--- src/rtl/gtc_pkg.sv ---
// package for the global transceiver control block: register map, fields, timing
// assumes a single 40 MHz master clock domain and an 8-bit register port
package gtc_pkg;

    // register port geometry
    localparam int unsigned ADDR_W = 12;
    localparam int unsigned DATA_W = 8;

    // register addresses
    localparam logic [11:0] ADDR_GLOBAL_CONTROL_ONE = 12'h0F0;
    localparam logic [11:0] ADDR_GLOBAL_FRAMER_CONTROL = 12'h0F1;
    localparam logic [11:0] ADDR_GLOBAL_TRANSCEIVER_CONTROL_TWO = 12'h0F2;
    localparam logic [11:0] ADDR_GLOBAL_CLOCK_CONTROL = 12'h0F3;

    // reset values
    localparam logic [7:0] RESET_GLOBAL_CONTROL_ONE = 8'h00;
    localparam logic [7:0] RESET_GLOBAL_FRAMER_CONTROL = 8'h00;
    localparam logic [7:0] RESET_GLOBAL_TRANSCEIVER_CONTROL_TWO = 8'h00;
    localparam logic [7:0] RESET_GLOBAL_CLOCK_CONTROL = 8'h00;

    // implemented bits; everything else is stored as zero and reads zero
    localparam logic [7:0] MASK_GLOBAL_CONTROL_ONE = 8'h01;
    localparam logic [7:0] MASK_GLOBAL_TRANSCEIVER_CONTROL_TWO = 8'h06;

    // field positions, control one
    localparam int unsigned POS_INTERRUPT_PIN_INHIBIT = 0;
    // field positions, framer control
    localparam int unsigned POS_INTERLEAVE_MUX_MODE = 6;
    localparam int unsigned POS_BACKPLANE_CLOCK_SELECT = 4;
    localparam int unsigned POS_LOSS_FREEZE_PIN_SELECT = 3;
    localparam int unsigned POS_RX_SYNC_PIN_SELECT = 2;
    localparam int unsigned POS_TX_BLOCK_CLOCK_SELECT = 1;
    localparam int unsigned POS_RX_BLOCK_CLOCK_SELECT = 0;
    // field positions, transceiver control two
    localparam int unsigned POS_LOSS_SOURCE_SELECT = 2;
    localparam int unsigned POS_TX_SYNC_DIRECTION_SELECT = 1;
    // field positions, clock control
    localparam int unsigned POS_BACKPLANE_REFERENCE_SELECT = 4;
    localparam int unsigned POS_BACKPLANE_FREQUENCY_BIT = 3;
    localparam int unsigned POS_MASTER_FREQUENCY_FAMILY = 2;
    localparam int unsigned POS_MASTER_PERIOD_SELECT = 0;

    // backplane reference select codes
    localparam logic [3:0] REF_LAST_RECOVERED = 4'h7;
    localparam logic [3:0] REF_DERIVED_T1 = 4'h8;
    localparam logic [3:0] REF_DERIVED_E1 = 4'h9;
    localparam logic [3:0] REF_EXTERNAL = 4'hA;

    // kind of backplane reference in use
    typedef enum logic [1:0] {
        GTC_REF_RECOVERED = 2'b00,
        GTC_REF_DERIVED = 2'b01,
        GTC_REF_EXTERNAL = 2'b11,
        GTC_REF_RESERVED = 2'b10
    } gtc_ref_kind_t;

    // clock and timing
    localparam int unsigned MCLK_PERIOD_NS = 25;
    localparam int unsigned MCLK_KHZ = 1000000 / MCLK_PERIOD_NS;
    localparam int unsigned NCO_W = 24;
    localparam int unsigned BP_BASE_KHZ = 2048;
    localparam int unsigned DERIVED_T1_KHZ = 1544;
    localparam int unsigned DERIVED_E1_KHZ = 2048;
    localparam int unsigned FRAME_RATE_KHZ = 8;
    localparam int unsigned FRAME_BASE_EDGES = BP_BASE_KHZ / FRAME_RATE_KHZ;

    // phase increment of a numerically controlled oscillator on the master clock
    function automatic logic [NCO_W-1:0] nco_inc(input int unsigned f_khz);
        return NCO_W'((64'(f_khz) << NCO_W) / 64'(MCLK_KHZ));
    endfunction : nco_inc

    localparam logic [NCO_W-1:0] INC_BP_BASE = nco_inc(BP_BASE_KHZ);
    localparam logic [NCO_W-1:0] INC_DERIVED_T1 = nco_inc(DERIVED_T1_KHZ);
    localparam logic [NCO_W-1:0] INC_DERIVED_E1 = nco_inc(DERIVED_E1_KHZ);

    // external master clock rate in kHz, indexed by {family, period select}
    localparam logic [14:0] MASTER_KHZ [0:7] = '{
        15'h0800, 15'h1000, 15'h2000, 15'h4000,
        15'h0608, 15'h0C10, 15'h1820, 15'h3040
    };

endpackage : gtc_pkg

--- src/rtl/gtc_sync3.sv ---
// triple flip-flop synchroniser for pins from outside the master clock domain
// assumes one clock; a bit changes once the second and third stages agree
`timescale 1ns/1ps
module gtc_sync3 #(
    parameter int unsigned WIDTH = 1
) (
    // clock and reset
    input wire logic mclk,
    input wire logic rst,
    // asynchronous pins and their filtered image
    input wire logic [WIDTH-1:0] async_in,
    output logic [WIDTH-1:0] sync_out
);

    logic [WIDTH-1:0] stage1_q;
    logic [WIDTH-1:0] stage2_q;
    logic [WIDTH-1:0] stage3_q;
    logic [WIDTH-1:0] agree;

    assign agree = ~(stage2_q ^ stage3_q);

    // only the second stage reads the first; accept a bit when the late stages match
    always_ff @(posedge mclk or posedge rst) begin
        if (rst) begin
            stage1_q <= '0;
            stage2_q <= '0;
            stage3_q <= '0;
            sync_out <= '0;
        end else begin
            stage1_q <= async_in;
            stage2_q <= stage1_q;
            stage3_q <= stage2_q;
            sync_out <= (sync_out & ~agree) | (stage3_q & agree);
        end
    end

endmodule : gtc_sync3

--- src/rtl/gtc_top.sv ---
// global control registers and the shared pins they steer
// assumes per-port inputs on mclk; outside pins pass gtc_sync3
// Functional notes
// (RQ1) inhibit bit forces interrupt output inactive high
// (RQ2) interleave mode field configures bus multiplexer
// (RQ3) software matches framer interleave settings
// (RQ4) backplane select sets output clock rate
// (RQ5) loss/freeze select picks loss or freeze
// (RQ6) loss source picks line or framer loss
// (RQ7) sync select picks frame or multiframe sync
// (RQ8) transmit pin shows block or clock
// (RQ9) receive pin shows block or clock
// (RQ10) direction set drives 8kHz frame pulse out
// (RQ11) direction clear: outside supplies frame pulse
// (RQ12) frequency bit marks reference T1 or E1
// (RQ13) software matches frequency bit to port
// (RQ14) family bit marks master clock rate family
// (RQ15) period bits pick master clock multiple
// (RQ16) codes 0-7 pick recovered port clocks
// (RQ17) codes 8/9 derive reference, pin driven; 8 with frequency bit clear or 9 with it set is treated as reserved
// (RQ18) code 10 takes reference from pin input
// (RQ19) software writes zeros to reserved bits
// (RQ20) other reference codes are reserved
//
// Implementation choice: the strobed register port.
`timescale 1ns/1ps
module gtc_top #(
    parameter int unsigned PORTS = 8
) (
    // clock and reset
    input wire logic mclk,
    input wire logic rst,
    // register port
    input wire logic [gtc_pkg::ADDR_W-1:0] reg_addr,
    input wire logic [gtc_pkg::DATA_W-1:0] reg_wr_data,
    input wire logic reg_wr,
    input wire logic reg_rd,
    output logic [gtc_pkg::DATA_W-1:0] reg_rd_data,
    // interrupt
    input wire logic irq_unmasked_any,
    output logic interrupt_out_n,
    // interleaved bus
    output logic [1:0] interleave_mux_mode,
    output logic interleaved_bus_enable,
    output logic [3:0] interleaved_bus_devices,
    // master clock description
    output logic master_frequency_family,
    output logic [1:0] master_period_select,
    output logic [14:0] master_clock_khz,
    // backplane clock and reference
    input wire logic [PORTS-1:0] rx_recovered_clock,
    input wire logic reference_clock_pin_in,
    output logic reference_clock_pin_out,
    output logic reference_clock_pin_oe,
    output logic backplane_clock_out,
    output logic backplane_reference_clock,
    output logic backplane_reference_is_t1,
    output logic backplane_reference_valid,
    // transmit system sync pin
    input wire logic tx_system_sync_pin_in,
    output logic tx_system_sync_pin_out,
    output logic tx_system_sync_pin_oe,
    output logic tx_frame_sync,
    // shared per-port pins
    input wire logic [PORTS-1:0] framer_loss,
    input wire logic [PORTS-1:0] rx_line_loss,
    input wire logic [PORTS-1:0] rx_signaling_freeze,
    output logic [PORTS-1:0] loss_or_freeze_pin,
    input wire logic [PORTS-1:0] rx_frame_sync,
    input wire logic [PORTS-1:0] rx_multiframe_sync,
    output logic [PORTS-1:0] rx_sync_pin,
    input wire logic [PORTS-1:0] tx_channel_block,
    input wire logic [PORTS-1:0] tx_channel_clock,
    output logic [PORTS-1:0] tx_channel_pin,
    input wire logic [PORTS-1:0] rx_channel_block,
    input wire logic [PORTS-1:0] rx_channel_clock,
    output logic [PORTS-1:0] rx_channel_pin
);

    logic [7:0] global_control_one_q;
    logic [7:0] global_framer_control_q;
    logic [7:0] global_transceiver_control_two_q;
    logic [7:0] global_clock_control_q;

    logic interrupt_pin_inhibit;
    logic [1:0] backplane_clock_select;
    logic loss_freeze_pin_select;
    logic rx_sync_pin_select;
    logic tx_block_clock_select;
    logic rx_block_clock_select;
    logic loss_source_select;
    logic tx_sync_direction_select;
    logic [3:0] backplane_reference_select;
    logic backplane_frequency_bit;

    logic [PORTS-1:0] recovered_sync;
    logic ref_pin_sync;
    logic tx_sync_pin_sync;

    gtc_pkg::gtc_ref_kind_t ref_kind;
    logic [gtc_pkg::NCO_W-1:0] bp_inc;
    logic [gtc_pkg::NCO_W-1:0] bp_phase_q;
    logic [gtc_pkg::NCO_W-1:0] derived_inc;
    logic [gtc_pkg::NCO_W-1:0] derived_phase_q;
    logic bp_clk_prev_q;
    logic bp_rise;
    logic [10:0] frame_count_q;
    logic [10:0] frame_last;
    logic frame_pulse_q;
    logic [PORTS-1:0] selected_loss;
    logic [1:0] mux_mode_field;

    // field views of the stored registers
    assign interrupt_pin_inhibit = global_control_one_q[gtc_pkg::POS_INTERRUPT_PIN_INHIBIT];
    assign backplane_clock_select =
        global_framer_control_q[gtc_pkg::POS_BACKPLANE_CLOCK_SELECT +: 2];
    assign loss_freeze_pin_select = global_framer_control_q[gtc_pkg::POS_LOSS_FREEZE_PIN_SELECT];
    assign rx_sync_pin_select = global_framer_control_q[gtc_pkg::POS_RX_SYNC_PIN_SELECT];
    assign tx_block_clock_select = global_framer_control_q[gtc_pkg::POS_TX_BLOCK_CLOCK_SELECT];
    assign rx_block_clock_select = global_framer_control_q[gtc_pkg::POS_RX_BLOCK_CLOCK_SELECT];
    assign loss_source_select =
        global_transceiver_control_two_q[gtc_pkg::POS_LOSS_SOURCE_SELECT];
    assign tx_sync_direction_select =
        global_transceiver_control_two_q[gtc_pkg::POS_TX_SYNC_DIRECTION_SELECT];
    assign backplane_reference_select =
        global_clock_control_q[gtc_pkg::POS_BACKPLANE_REFERENCE_SELECT +: 4];
    assign backplane_frequency_bit = global_clock_control_q[gtc_pkg::POS_BACKPLANE_FREQUENCY_BIT];
    assign mux_mode_field = global_framer_control_q[gtc_pkg::POS_INTERLEAVE_MUX_MODE +: 2];

    // register writes; bits with no function are dropped
    always_ff @(posedge mclk or posedge rst) begin
        if (rst) begin
            global_control_one_q <= gtc_pkg::RESET_GLOBAL_CONTROL_ONE;
            global_framer_control_q <= gtc_pkg::RESET_GLOBAL_FRAMER_CONTROL;
            global_transceiver_control_two_q <= gtc_pkg::RESET_GLOBAL_TRANSCEIVER_CONTROL_TWO;
            global_clock_control_q <= gtc_pkg::RESET_GLOBAL_CLOCK_CONTROL;
        end else if (reg_wr) begin
            if (reg_addr == gtc_pkg::ADDR_GLOBAL_CONTROL_ONE) begin
                global_control_one_q <= reg_wr_data & gtc_pkg::MASK_GLOBAL_CONTROL_ONE; // RQ19
            end else if (reg_addr == gtc_pkg::ADDR_GLOBAL_FRAMER_CONTROL) begin
                global_framer_control_q <= reg_wr_data;
            end else if (reg_addr == gtc_pkg::ADDR_GLOBAL_TRANSCEIVER_CONTROL_TWO) begin
                global_transceiver_control_two_q <=
                    reg_wr_data & gtc_pkg::MASK_GLOBAL_TRANSCEIVER_CONTROL_TWO; // RQ19
            end else if (reg_addr == gtc_pkg::ADDR_GLOBAL_CLOCK_CONTROL) begin
                global_clock_control_q <= reg_wr_data;
            end
        end
    end

    // read data one cycle after the strobe, zero otherwise and for unmapped addresses
    always_ff @(posedge mclk or posedge rst) begin
        if (rst) begin
            reg_rd_data <= '0;
        end else if (!reg_rd) begin
            reg_rd_data <= '0;
        end else if (reg_addr == gtc_pkg::ADDR_GLOBAL_CONTROL_ONE) begin
            reg_rd_data <= global_control_one_q;
        end else if (reg_addr == gtc_pkg::ADDR_GLOBAL_FRAMER_CONTROL) begin
            reg_rd_data <= global_framer_control_q;
        end else if (reg_addr == gtc_pkg::ADDR_GLOBAL_TRANSCEIVER_CONTROL_TWO) begin
            reg_rd_data <= global_transceiver_control_two_q;
        end else if (reg_addr == gtc_pkg::ADDR_GLOBAL_CLOCK_CONTROL) begin
            reg_rd_data <= global_clock_control_q;
        end else begin
            reg_rd_data <= '0;
        end
    end

    // interrupt pin, inactive high while inhibited
    always_ff @(posedge mclk or posedge rst) begin
        if (rst) begin
            interrupt_out_n <= 1'b1;
        end else begin
            interrupt_out_n <= ~(irq_unmasked_any & ~interrupt_pin_inhibit); // RQ1
        end
    end

    // interleaved bus configuration; framers must be set to agree (RQ3)
    always_ff @(posedge mclk or posedge rst) begin
        if (rst) begin
            interleave_mux_mode <= 2'h0;
            interleaved_bus_enable <= 1'b0;
            interleaved_bus_devices <= 4'h0;
        end else begin
            interleave_mux_mode <= mux_mode_field;
            interleaved_bus_enable <= (mux_mode_field != 2'h0);
            interleaved_bus_devices <= (mux_mode_field == 2'h0) ? 4'h0 : 4'h1 << mux_mode_field; // RQ2
        end
    end

    // description of the external master clock
    always_ff @(posedge mclk or posedge rst) begin
        if (rst) begin
            master_frequency_family <= 1'b0;
            master_period_select <= 2'h0;
            master_clock_khz <= gtc_pkg::MASTER_KHZ[0];
        end else begin
            master_frequency_family <=
                global_clock_control_q[gtc_pkg::POS_MASTER_FREQUENCY_FAMILY]; // RQ14
            master_period_select <= global_clock_control_q[gtc_pkg::POS_MASTER_PERIOD_SELECT +: 2];
            master_clock_khz <= gtc_pkg::MASTER_KHZ[
                global_clock_control_q[gtc_pkg::POS_MASTER_PERIOD_SELECT +: 3]]; // RQ15
        end
    end

    // pins from outside the clock domain
    gtc_sync3 #(.WIDTH(PORTS)) u_sync_recovered (
        .mclk(mclk),
        .rst(rst),
        .async_in(rx_recovered_clock),
        .sync_out(recovered_sync)
    );

    gtc_sync3 #(.WIDTH(2)) u_sync_pins (
        .mclk(mclk),
        .rst(rst),
        .async_in({tx_system_sync_pin_in, reference_clock_pin_in}),
        .sync_out({tx_sync_pin_sync, ref_pin_sync})
    );

    // classify the reference code against the frequency bit
    always_comb begin
        ref_kind = gtc_pkg::GTC_REF_RESERVED; // RQ20
        derived_inc = '0;
        if (backplane_reference_select <= gtc_pkg::REF_LAST_RECOVERED) begin
            ref_kind = gtc_pkg::GTC_REF_RECOVERED; // RQ16
        end else if (backplane_reference_select == gtc_pkg::REF_DERIVED_T1 &&
                     backplane_frequency_bit) begin
            ref_kind = gtc_pkg::GTC_REF_DERIVED; // RQ17
            derived_inc = gtc_pkg::INC_DERIVED_T1;
        end else if (backplane_reference_select == gtc_pkg::REF_DERIVED_E1 &&
                     !backplane_frequency_bit) begin
            ref_kind = gtc_pkg::GTC_REF_DERIVED; // RQ17
            derived_inc = gtc_pkg::INC_DERIVED_E1;
        end else if (backplane_reference_select == gtc_pkg::REF_EXTERNAL) begin
            ref_kind = gtc_pkg::GTC_REF_EXTERNAL; // RQ18
        end
    end

    // derived reference oscillator, jitter one master period; pin driven only for it
    always_ff @(posedge mclk or posedge rst) begin
        if (rst) begin
            derived_phase_q <= '0;
            reference_clock_pin_oe <= 1'b0;
            reference_clock_pin_out <= 1'b0;
        end else begin
            derived_phase_q <= derived_phase_q + derived_inc;
            reference_clock_pin_oe <= (ref_kind == gtc_pkg::GTC_REF_DERIVED); // RQ17
            reference_clock_pin_out <= derived_phase_q[gtc_pkg::NCO_W-1];
        end
    end

    // selected reference and its nominal rate
    always_ff @(posedge mclk or posedge rst) begin
        if (rst) begin
            backplane_reference_clock <= 1'b0;
            backplane_reference_is_t1 <= 1'b0;
            backplane_reference_valid <= 1'b0;
        end else begin
            backplane_reference_is_t1 <= backplane_frequency_bit; // RQ12
            backplane_reference_valid <= (ref_kind != gtc_pkg::GTC_REF_RESERVED);
            backplane_reference_clock <= (ref_kind == gtc_pkg::GTC_REF_RECOVERED) ?
                recovered_sync[backplane_reference_select[2:0]] : // RQ16
                (ref_kind == gtc_pkg::GTC_REF_DERIVED) ? derived_phase_q[gtc_pkg::NCO_W-1] :
                (ref_kind == gtc_pkg::GTC_REF_EXTERNAL) && ref_pin_sync; // RQ18
        end
    end

    // backplane clock oscillator at 2.048 MHz times 1, 2, 4 or 8
    assign bp_inc = gtc_pkg::NCO_W'(gtc_pkg::INC_BP_BASE << backplane_clock_select); // RQ4

    always_ff @(posedge mclk or posedge rst) begin
        if (rst) begin
            bp_phase_q <= '0;
            bp_clk_prev_q <= 1'b0;
            backplane_clock_out <= 1'b0;
        end else begin
            bp_phase_q <= bp_phase_q + bp_inc;
            bp_clk_prev_q <= bp_phase_q[gtc_pkg::NCO_W-1];
            backplane_clock_out <= bp_phase_q[gtc_pkg::NCO_W-1];
        end
    end

    assign bp_rise = bp_phase_q[gtc_pkg::NCO_W-1] & ~bp_clk_prev_q;
    assign frame_last = 11'((gtc_pkg::FRAME_BASE_EDGES << backplane_clock_select) - 1);

    // 8 kHz frame pulse, one backplane period wide, aligned to backplane edges
    always_ff @(posedge mclk or posedge rst) begin
        if (rst) begin
            frame_count_q <= '0;
            frame_pulse_q <= 1'b0;
        end else if (bp_rise) begin
            frame_count_q <= (frame_count_q >= frame_last) ? 11'h000 : frame_count_q + 11'h001;
            frame_pulse_q <= (frame_count_q == 11'h000); // RQ10
        end
    end

    // transmit sync pin direction; input mode relies on an outside pulse (RQ11)
    always_ff @(posedge mclk or posedge rst) begin
        if (rst) begin
            tx_system_sync_pin_oe <= 1'b0;
            tx_system_sync_pin_out <= 1'b0;
            tx_frame_sync <= 1'b0;
        end else begin
            tx_system_sync_pin_oe <= tx_sync_direction_select; // RQ10
            tx_system_sync_pin_out <= frame_pulse_q;
            tx_frame_sync <= tx_sync_direction_select ? frame_pulse_q : tx_sync_pin_sync;
        end
    end

    assign selected_loss = loss_source_select ? rx_line_loss : framer_loss; // RQ6

    // shared per-port pin functions
    always_ff @(posedge mclk or posedge rst) begin
        if (rst) begin
            loss_or_freeze_pin <= '0;
            rx_sync_pin <= '0;
            tx_channel_pin <= '0;
            rx_channel_pin <= '0;
        end else begin
            loss_or_freeze_pin <= loss_freeze_pin_select ? rx_signaling_freeze : selected_loss; // RQ5
            rx_sync_pin <= rx_sync_pin_select ? rx_multiframe_sync : rx_frame_sync; // RQ7
            tx_channel_pin <= tx_block_clock_select ? tx_channel_clock : tx_channel_block; // RQ8
            rx_channel_pin <= rx_block_clock_select ? rx_channel_clock : rx_channel_block; // RQ9
        end
    end

endmodule : gtc_top

--- config.mk ---
export PLATFORM = sky130hd
export DESIGN_NAME = gtc_top
export DESIGN_NICKNAME = d
export VERILOG_FILES = /design/src/rtl/gtc_pkg.sv /design/src/rtl/gtc_sync3.sv /design/src/rtl/gtc_top.sv
export SDC_FILE = /design/constraint.sdc
export NUM_CORES = 1
export LEC_CHECK = 0
export BUFFER_PORTS_ARGS = -buffer_cell sky130_fd_sc_hd__buf_2
export CELL_PAD_IN_SITES_DETAIL_PLACEMENT = 0
export CELL_PAD_IN_SITES_GLOBAL_PLACEMENT = 1
export CORE_ASPECT_RATIO = 0.8
export CORE_MARGIN = 2
export CORE_UTILIZATION = 40
export CTS_CLUSTER_SIZE = 24
export DETAILED_ROUTE_END_ITERATION = 12
export PLACE_DENSITY = 0.79
export RECOVER_POWER = 100
export SLEW_MARGIN = 25
export SYNTH_ARGS = -nofsm -noshare
export SYNTH_HDL_FRONTEND = slang
export SYNTH_SLANG_ARGS = --single-unit
--- constraint.sdc ---
create_clock -name mclk -period 7.9 [get_ports mclk]
set_input_delay 1.185 -clock mclk [delete_from_list [all_inputs] [get_ports mclk]]
set_output_delay 1.185 -clock mclk [all_outputs]
set_load 0.02 [all_outputs]
==> results of run 1 <==
==> logic make-up (layout without fill, tap and decap cells) <==
family	count (synthesis)	count (layout)	synth area share, %
AND/OR/NAND/NOR	191	191	11.1
flip-flops	187	187	53.1
AO/OA/AOI/OAI	164	164	11.9
buffers and inverters	71	240	3.49
multiplexers	63	63	8.08
adder cells (fa/ha/maj)	56	56	7.73
XOR/XNOR	45	45	4.47
other	1	6	0.0426
==> routing by layer <==
metal	routed length (um)	vias up	part of all wire [%]	global-route usage [%]
li1	-	3063	-	-
met1	9310	2968	48	23.4
met2	8430	202	44	26.6
met3	1120	24	5.8	3.90
met4	350	0	1.8	5.70
met5	0	-	0	0
==> sequential cells by signal (all words and copies together) (netlist names), 9 cells and up <==
register          flops
frame_count_q        11
derived_phase_q      24
bp_phase_q           24
master_clock_khz      9
==> power groups by stage <==
stage	registers [mW]	clock network (mW)	logic, mW
finish	1.11	0.837	0.641
global route	1.12	0.903	0.727
CTS	1.11	0.866	0.662
detailed placement	1.13	0	0.651
global placement	1.13	0	0.644
floorplan	1.14	0	0.491
==> area by class of cell <==
type | instances | area (sq um)
Fill cell | 2053 | 11300
Sequential cell | 187 | 4680
Multi-Input combinational cell | 525 | 3810
Timing Repair Buffer | 176 | 801
Clock buffer | 18 | 429
Tap cell | 275 | 344
Clock inverter | 14 | 171
Inverter | 32 | 121
==> synthesized netlist by cell type, drive strengths merged, types with 4 or more instances <==
cell and instances:
a211oi 4, a21oi 36, mux2i 16, nor3 15, o211ai 5, xor2 14, a31oi 7, nand3 18
and3 13, nand2 47, inv 32, o311ai 7, nor2b 9, nand2b 12, nand4 7, a21o 19
o21a 8, clkbuf 23, dfrtp 185, maj3 11, and2 7, mux2 45, ha 44, nor2 44
buf 16, nor4 4, o21ai 49, xnor2 31
==> critical path, stage by stage (launching register included) <==
cell      delay [ps]
dfrtp_1          560
nor3b_1          630
nand2_1          440
inv_1            500
ha_1             280
ha_1             190
nand3_1          110
o21ai_0          390
nand2_1          110
o211ai_1         490
o221ai_1         230
a21oi_1          200
o311ai_0         170
xnor2_1          150
==> through the flow <==
| step | hold slack, ps | util, % | setup WS [ps] |
|---|---|---|---|
| 2_1_floorplan | 331 | - | 1630 |
| 6_report | 350 | 47.9 | 3320 |
| 5_1_grt | 355 | 47.9 | 2750 |
| 4_1_cts | 353 | 48.5 | 4020 |
| 3_5_place_dp | 335 | 45.7 | 4050 |
| 3_3_place_gp | 335 | 45.7 | 4110 |
==> worst max path at each step <==
stage                                                endpoint  cells after the start                                   from  slack [ps]
after CTS                       derived_phase_q[17]$_DFF_PP0_                     12  global_clock_control_q[4]$_DFFE_PP0P_        4020
after global routing                 bp_phase_q[18]$_DFF_PP0_                      2                                    rst        2750
after floorplan           backplane_reference_clock$_DFF_PP0_                      1                                    rst        1630
after global placement          derived_phase_q[17]$_DFF_PP0_                     12  global_clock_control_q[4]$_DFFE_PP0P_        4110
after detailed placement        derived_phase_q[17]$_DFF_PP0_                     12  global_clock_control_q[4]$_DFFE_PP0P_        4050
final                           derived_phase_q[22]$_DFF_PP0_                     13  global_clock_control_q[4]$_DFFE_PP0P_        3320
==> flow_summary.ini, run 1 <==
[status]
status = finished, violations left
violations = capacitance limit, slew limit

[logic_synthesis]
synth_edf_count = 0
synth_top_area_share_pct = 52.5
synth_cell_types = 69
synth-main-ff-cell = dfrtp_1
synth_seq_area_share_pct = 53.1
yosys_warnings = 0
synth-seq-cells = 187
synth_area_leaders = dfrtp_1 53%, ha_1 6.2%, mux2_2 5.8%
syn_area_sq_um = 8810
synth_top_area_cell = dfrtp_1
syn_avg_cell_area_sq_um = 11.3
syn-instance-count = 778
synthArstFlopShare_pct = 100

[sta]
finalHoldViolations = 0
max_slew_margin_pct = -217
finalClockSkew_ps = 11.0
max_freq_mhz = 218
rsz0062_at_grt = false
fin_crit_sh_pct = 58.0
slew_violations = 110
tns_ps = 0
worst_pin_slew_ps = 4730
period_needed_ps = 4580
setup_viol = 0

[cts]
ctsHoldBuffers = 0
h-tree-depth = 4
clkTransAtPathRegs_ps = 80
cts.sink_count = 187
cts_made_buffers = 17
ctsLongestPathBuffers = 2
cts_resized = 0
tritoncts = done
cts_setup_buffers = 0
cts-root-buf = clkbuf_16
clock_latency_ps = 430

[die]
die_w_um = 170
rows = 48
initial_utilization_pct = 40.8
die_area_sq_um = 23200
ioPinCount = 182
chipHeight_um = 137
design.core.area_sq_um = 21600

[placement]
io_buffers = 175
place_congestion = 0.886
post_dp_cell_area_sq_um = 9880
hpwl_um = 14300
post-place-cells = 1195

[routing]
viasPerCell = 5.10
num_vias = 6257
wirelength_um = 19200
drtIter0Drc = 401
drt-wirelength-per-cell_um = 15.7
ant_nets = 0
drtPass1Iterations = 5
drc = 0

[final_layout]
layout-drive-gt1-share_pct = 19.9
layout_commonest_cell = dfrtp_1
final_cell_area_sq_um = 10400
final_cell_mix = 185 x dfrtp_1, 106 x buf_2, 70 x clkbuf_1
syn_to_final_growth_pct = 17.5
layout.nets = 1091
fin_cells = 1227
antennaDiodeCount = 0

[pwr]
switchingPower_mw = 0.826
clkPwrFrac_pct = 32.3
switching_share_pct = 31.9
power.total_mw = 2.59
p_leak_nw = 4.78
seq_power_share_pct = 42.9
combPwrFrac_pct = 24.8
power.internal_mw = 1.76
power_density_nw_per_um2 = 250
max-vdd-ir-drop_uv = 136

[global_routing]
grt_pass1_vias = 6061
grt_max_degree = 110
grt_antenna_before_repair = 0
overflow = 0
grt_usage_pct = 17.0
grt_pass1_wl_um = 31000

[worst_setup_path]
required_ps = 8210
crit_path_end_kind = flip-flop
worstReg2RegEnd = derived_phase_q[22]$_DFF_PP0_
crit_fanout = 15
worstSetupStartpointType = flip-flop
reg2regPathDepth = 13
reg2reg_slack_ps = 3320
critical_path_class = flip-flop to flip-flop
worstReg2RegStart = global_clock_control_q[4]$_DFFE_PP0P_
worstPathArrival_ps = 4900

[hold_path]
hold_depth = 0
hold_class = flip-flop to flip-flop
min_to = u_sync_recovered.stage2_q[2]$_DFF_PP0_
hold_start = u_sync_recovered.stage1_q[2]$_DFF_PP0_

[job]
drv_cap = 1
(Power assumes the default switching activity.)
==> run 2: changes to the inputs <==
--- a/config.mk
+++ b/config.mk
@@ -5,6 +5,7 @@
 export SDC_FILE = /design/constraint.sdc
 export NUM_CORES = 1
 export LEC_CHECK = 0
+export ABC_AREA = 1
 export BUFFER_PORTS_ARGS = -buffer_cell sky130_fd_sc_hd__buf_2
 export CELL_PAD_IN_SITES_DETAIL_PLACEMENT = 0
 export CELL_PAD_IN_SITES_GLOBAL_PLACEMENT = 1
@@ -13,7 +14,7 @@
 export CORE_UTILIZATION = 40
 export CTS_CLUSTER_SIZE = 24
 export DETAILED_ROUTE_END_ITERATION = 12
-export PLACE_DENSITY = 0.79
+export PLACE_DENSITY = 0.81
 export RECOVER_POWER = 100
 export SLEW_MARGIN = 25
 export SYNTH_ARGS = -nofsm -noshare
==> constraint.sdc (replaced) <==
create_clock -name mclk -period 4.4 [get_ports mclk]
set_input_delay 0.66 -clock mclk [delete_from_list [all_inputs] [get_ports mclk]]
set_output_delay 0.66 -clock mclk [all_outputs]
set_load 0.02 [all_outputs]
==> run 2 against run 1 <==
The flow still finishes with violations (capacitance limit, slew limit). Worst setup slack got worse by 2400 ps. Global-route usage is 2.6 points higher. Sequential share of layout area is 2.3 points lower. Clock skew up 4.1 ps. Combinational power rose by 84%. Non-clock buffer count up 1. First-iteration DRC count rose by 24%. Clock power increased by 86%. Register-to-register slack got worse by 2400 ps. Wire length increased by 20%.
==> flow_summary.ini, run 2 <==
[status]
status = finished, violations left
violations = capacitance limit, slew limit

[final_layout]
layout-drive-gt1-share_pct = 16.2
final_core_util_pct = 48.4
top_regs = bp_phase_q (24), derived_phase_q (24), frame_count_q (11)
layout.nets = 1355
syn_to_final_growth_pct = 18.2
final_cell_area_sq_um = 10900
layout_commonest_cell = nand2_1
nFillCells = 2227
multiInputGateArea_sq_um = 3920
final_cell_mix = 228 x nand2_1, 185 x dfrtp_1, 131 x inv_1
area.sequential_sq_um = 4680

[sta]
max_freq_mhz = 289
holdWs_ps = 330
setup_viol = 0
slew_violations = 189
worst_pin_slew_ps = 2840
tns_ps = 0
rsz0062_at_grt = false
finalHoldViolations = 0
finalClockSkew_ps = 15.1
layout_setup_ws_ps = 935
fin_crit_sh_pct = 78.7
period_needed_ps = 3460
max_slew_margin_pct = -89.5

[logic_synthesis]
yosys_warnings = 0
syn_avg_cell_area_sq_um = 9.05
synth-main-ff-cell = dfrtp_1
synth_seq_area_share_pct = 50.7
synth_edf_count = 0
synthArstFlopShare_pct = 100
syn_area_sq_um = 9230
synth_top_area_share_pct = 50.1
synthAdderAreaFrac_pct = 7.26
synth_area_leaders = dfrtp_1 50%, nand2_1 9.2%, ha_1 6.0%
synth_cell_types = 44
syn-instance-count = 1020
synth_xor_area_share_pct = 4.08
synthSimpleGateAreaFrac_pct = 20.3
synth_top_area_cell = dfrtp_1
synth_commonest_cells = 227 x nand2_1, 185 x dfrtp_1, 130 x inv_1
synth_top_family_by_area = simple AND/OR/NAND/NOR gates
synth_compound_area_share_pct = 7.85
synth_mux_area_share_pct = 3.04
yosysMostFrequentCell = nand2_1
synth-seq-cells = 187

[die]
die_w_um = 174
chipHeight_um = 140
initial_utilization_pct = 40.9
design.core.area_sq_um = 22600
rows = 49
die_area_sq_um = 24300
ioPinCount = 182

[cts]
clock_latency_ps = 440
clkTransAtPathRegs_ps = 70
cts_resized = 0
ctsLongestPathBuffers = 2
cts.sink_count = 187
tritoncts = done
ctsHoldBuffers = 0
h-tree-depth = 4
cts-root-buf = clkbuf_16
cts_made_buffers = 17
cts_setup_buffers = 0

[routing]
top_layer = met4
drtPass1Iterations = 5
wl_met1_um = 11300
num_vias = 7298
drt-wirelength-per-cell_um = 15.1
ant_nets = 0
wl_met2_um = 9910
viasPerCell = 4.79
dr_wl_met3_um = 1510
drtIter0Drc = 497
wirelength_um = 23100
drc = 0

[worst_setup_path]
cp_common_cell = nand2_1
required_ps = 4720
crit_chain = inv_1, nor2_1, nand3_1, inv_1, nor2_1, inv_1, ha_1, a21oi_1, o21ai_0, nand2_1, nand2_1, nand2_1, nand2_1, nand2_1, nand2_1, nand2_1, nand2_1
worstSetupStartpointType = flip-flop
critical_path_class = flip-flop to flip-flop
cpMaxStageDelayCell = dfrtp_1
slowest_delay_ps = 470
worstPathArrival_ps = 3780
crit_fanout = 8
crit_path_end_kind = flip-flop

[job]
drv_cap = 2

[placement]
hpwl_um = 18000
preCtsSetupSlack_ps = 1170
place_congestion = 0.880
post_dp_cell_area_sq_um = 10400
io_buffers = 175

[global_routing]
grt_max_degree = 115
grt_pass1_wl_um = 37200
grt_pass1_vias = 7094
overflow = 0
grt_usage_pct = 19.5
grt_antenna_before_repair = 2

[hold_path]
hold_class = primary input to flip-flop

[pwr]
power_density_nw_per_um2 = 435
p_leak_nw = 5.53
max-vdd-ir-drop_uv = 242
==> run 2: cell count changes after synthesis, sizes merged, moves of 12 or more <==
cell / previous run / this run
nand2: 47 / 235
inv: 32 / 138
nor2: 44 / 88
nand3: 18 / 57
a21oi: 36 / 57
mux2: 45 / 24
xnor2: 31 / 14
mux2i: 16 / 1
xor2: 14 / 29
a21o: 19 / 5
and3: 13 / 0
clkbuf: 23 / 11
nand2b: 12 / 0
==> run 2: power by group <==
group	leakage, nW	internal (mW)	total (mW)	switching, mW
sequential	2.36	1.92	2.01	0.0864
clock	0.292	0.815	1.56	0.740
combinational	2.88	0.445	1.18	0.738
total	5.53	3.18	4.74	1.56
==> run 2: final timing paths <==
path / from / end / slack (ps) / depth (start not counted)
worst max-delay path: global_clock_control_q[4]$_DFFE_PP0P_ / derived_phase_q[14]$_DFF_PP0_ / 940 / 17
worst min-delay path: tx_system_sync_pin_in / u_sync_pins.stage1_q[1]$_DFF_PP0_ / 330 / 1
worst max register to register: global_clock_control_q[4]$_DFFE_PP0P_ / derived_phase_q[14]$_DFF_PP0_ / 940 / 17
worst min register to register: u_sync_pins.stage1_q[0]$_DFF_PP0_ / u_sync_pins.stage2_q[0]$_DFF_PP0_ / 350 / 0
max in group asynchronous: rst / u_sync_recovered.sync_out[4]$_DFFE_PP0P_ / 1400 / 3
min in group asynchronous: rst / rx_channel_pin[1]$_DFF_PP0_ / 880 / 3
==> run 2: logic make-up after synthesis <==
kind of cell | Yosys count
fa+ha+maj | 55
buf+inv | 159
mux | 25
compound gates | 131
other cells | 1
xor+xnor | 43
simple gates | 419
flops | 187
==> run 2: area by class of cell <==
cell class	instances	area share (%)
diodes	2	0.0459
clock buffers	18	3.93
clock inverters	14	1.53
inverters	141	4.86
multi-input cells	679	35.9
flip-flops and latches	187	42.9
well taps	306	3.51
repair buffers	177	7.33
==> run 2: per-stage QoR <==
step           cells  power [mW]
2_1_floorplan   1025        2.90
6_report        1524        4.74
5_1_grt         1524        5.04
3_3_place_gp    1490        3.21
3_5_place_dp    1490        3.22
4_1_cts         1522        4.80
==> run 2: critical path: cells and delay by family, from the launching register on <==
kind	cells	cell delay, ps
compound gates	2	560
fa+ha+maj	1	310
buf+inv	3	460
flops	1	470
simple gates	11	1540
==> run 2: layer usage <==
metal,global-route usage [%],vias to the layer above
li1,-,3660
met1,28.1,3353
met3,4.02,19
met5,0,-
met4,5.57,0
met2,29.9,266
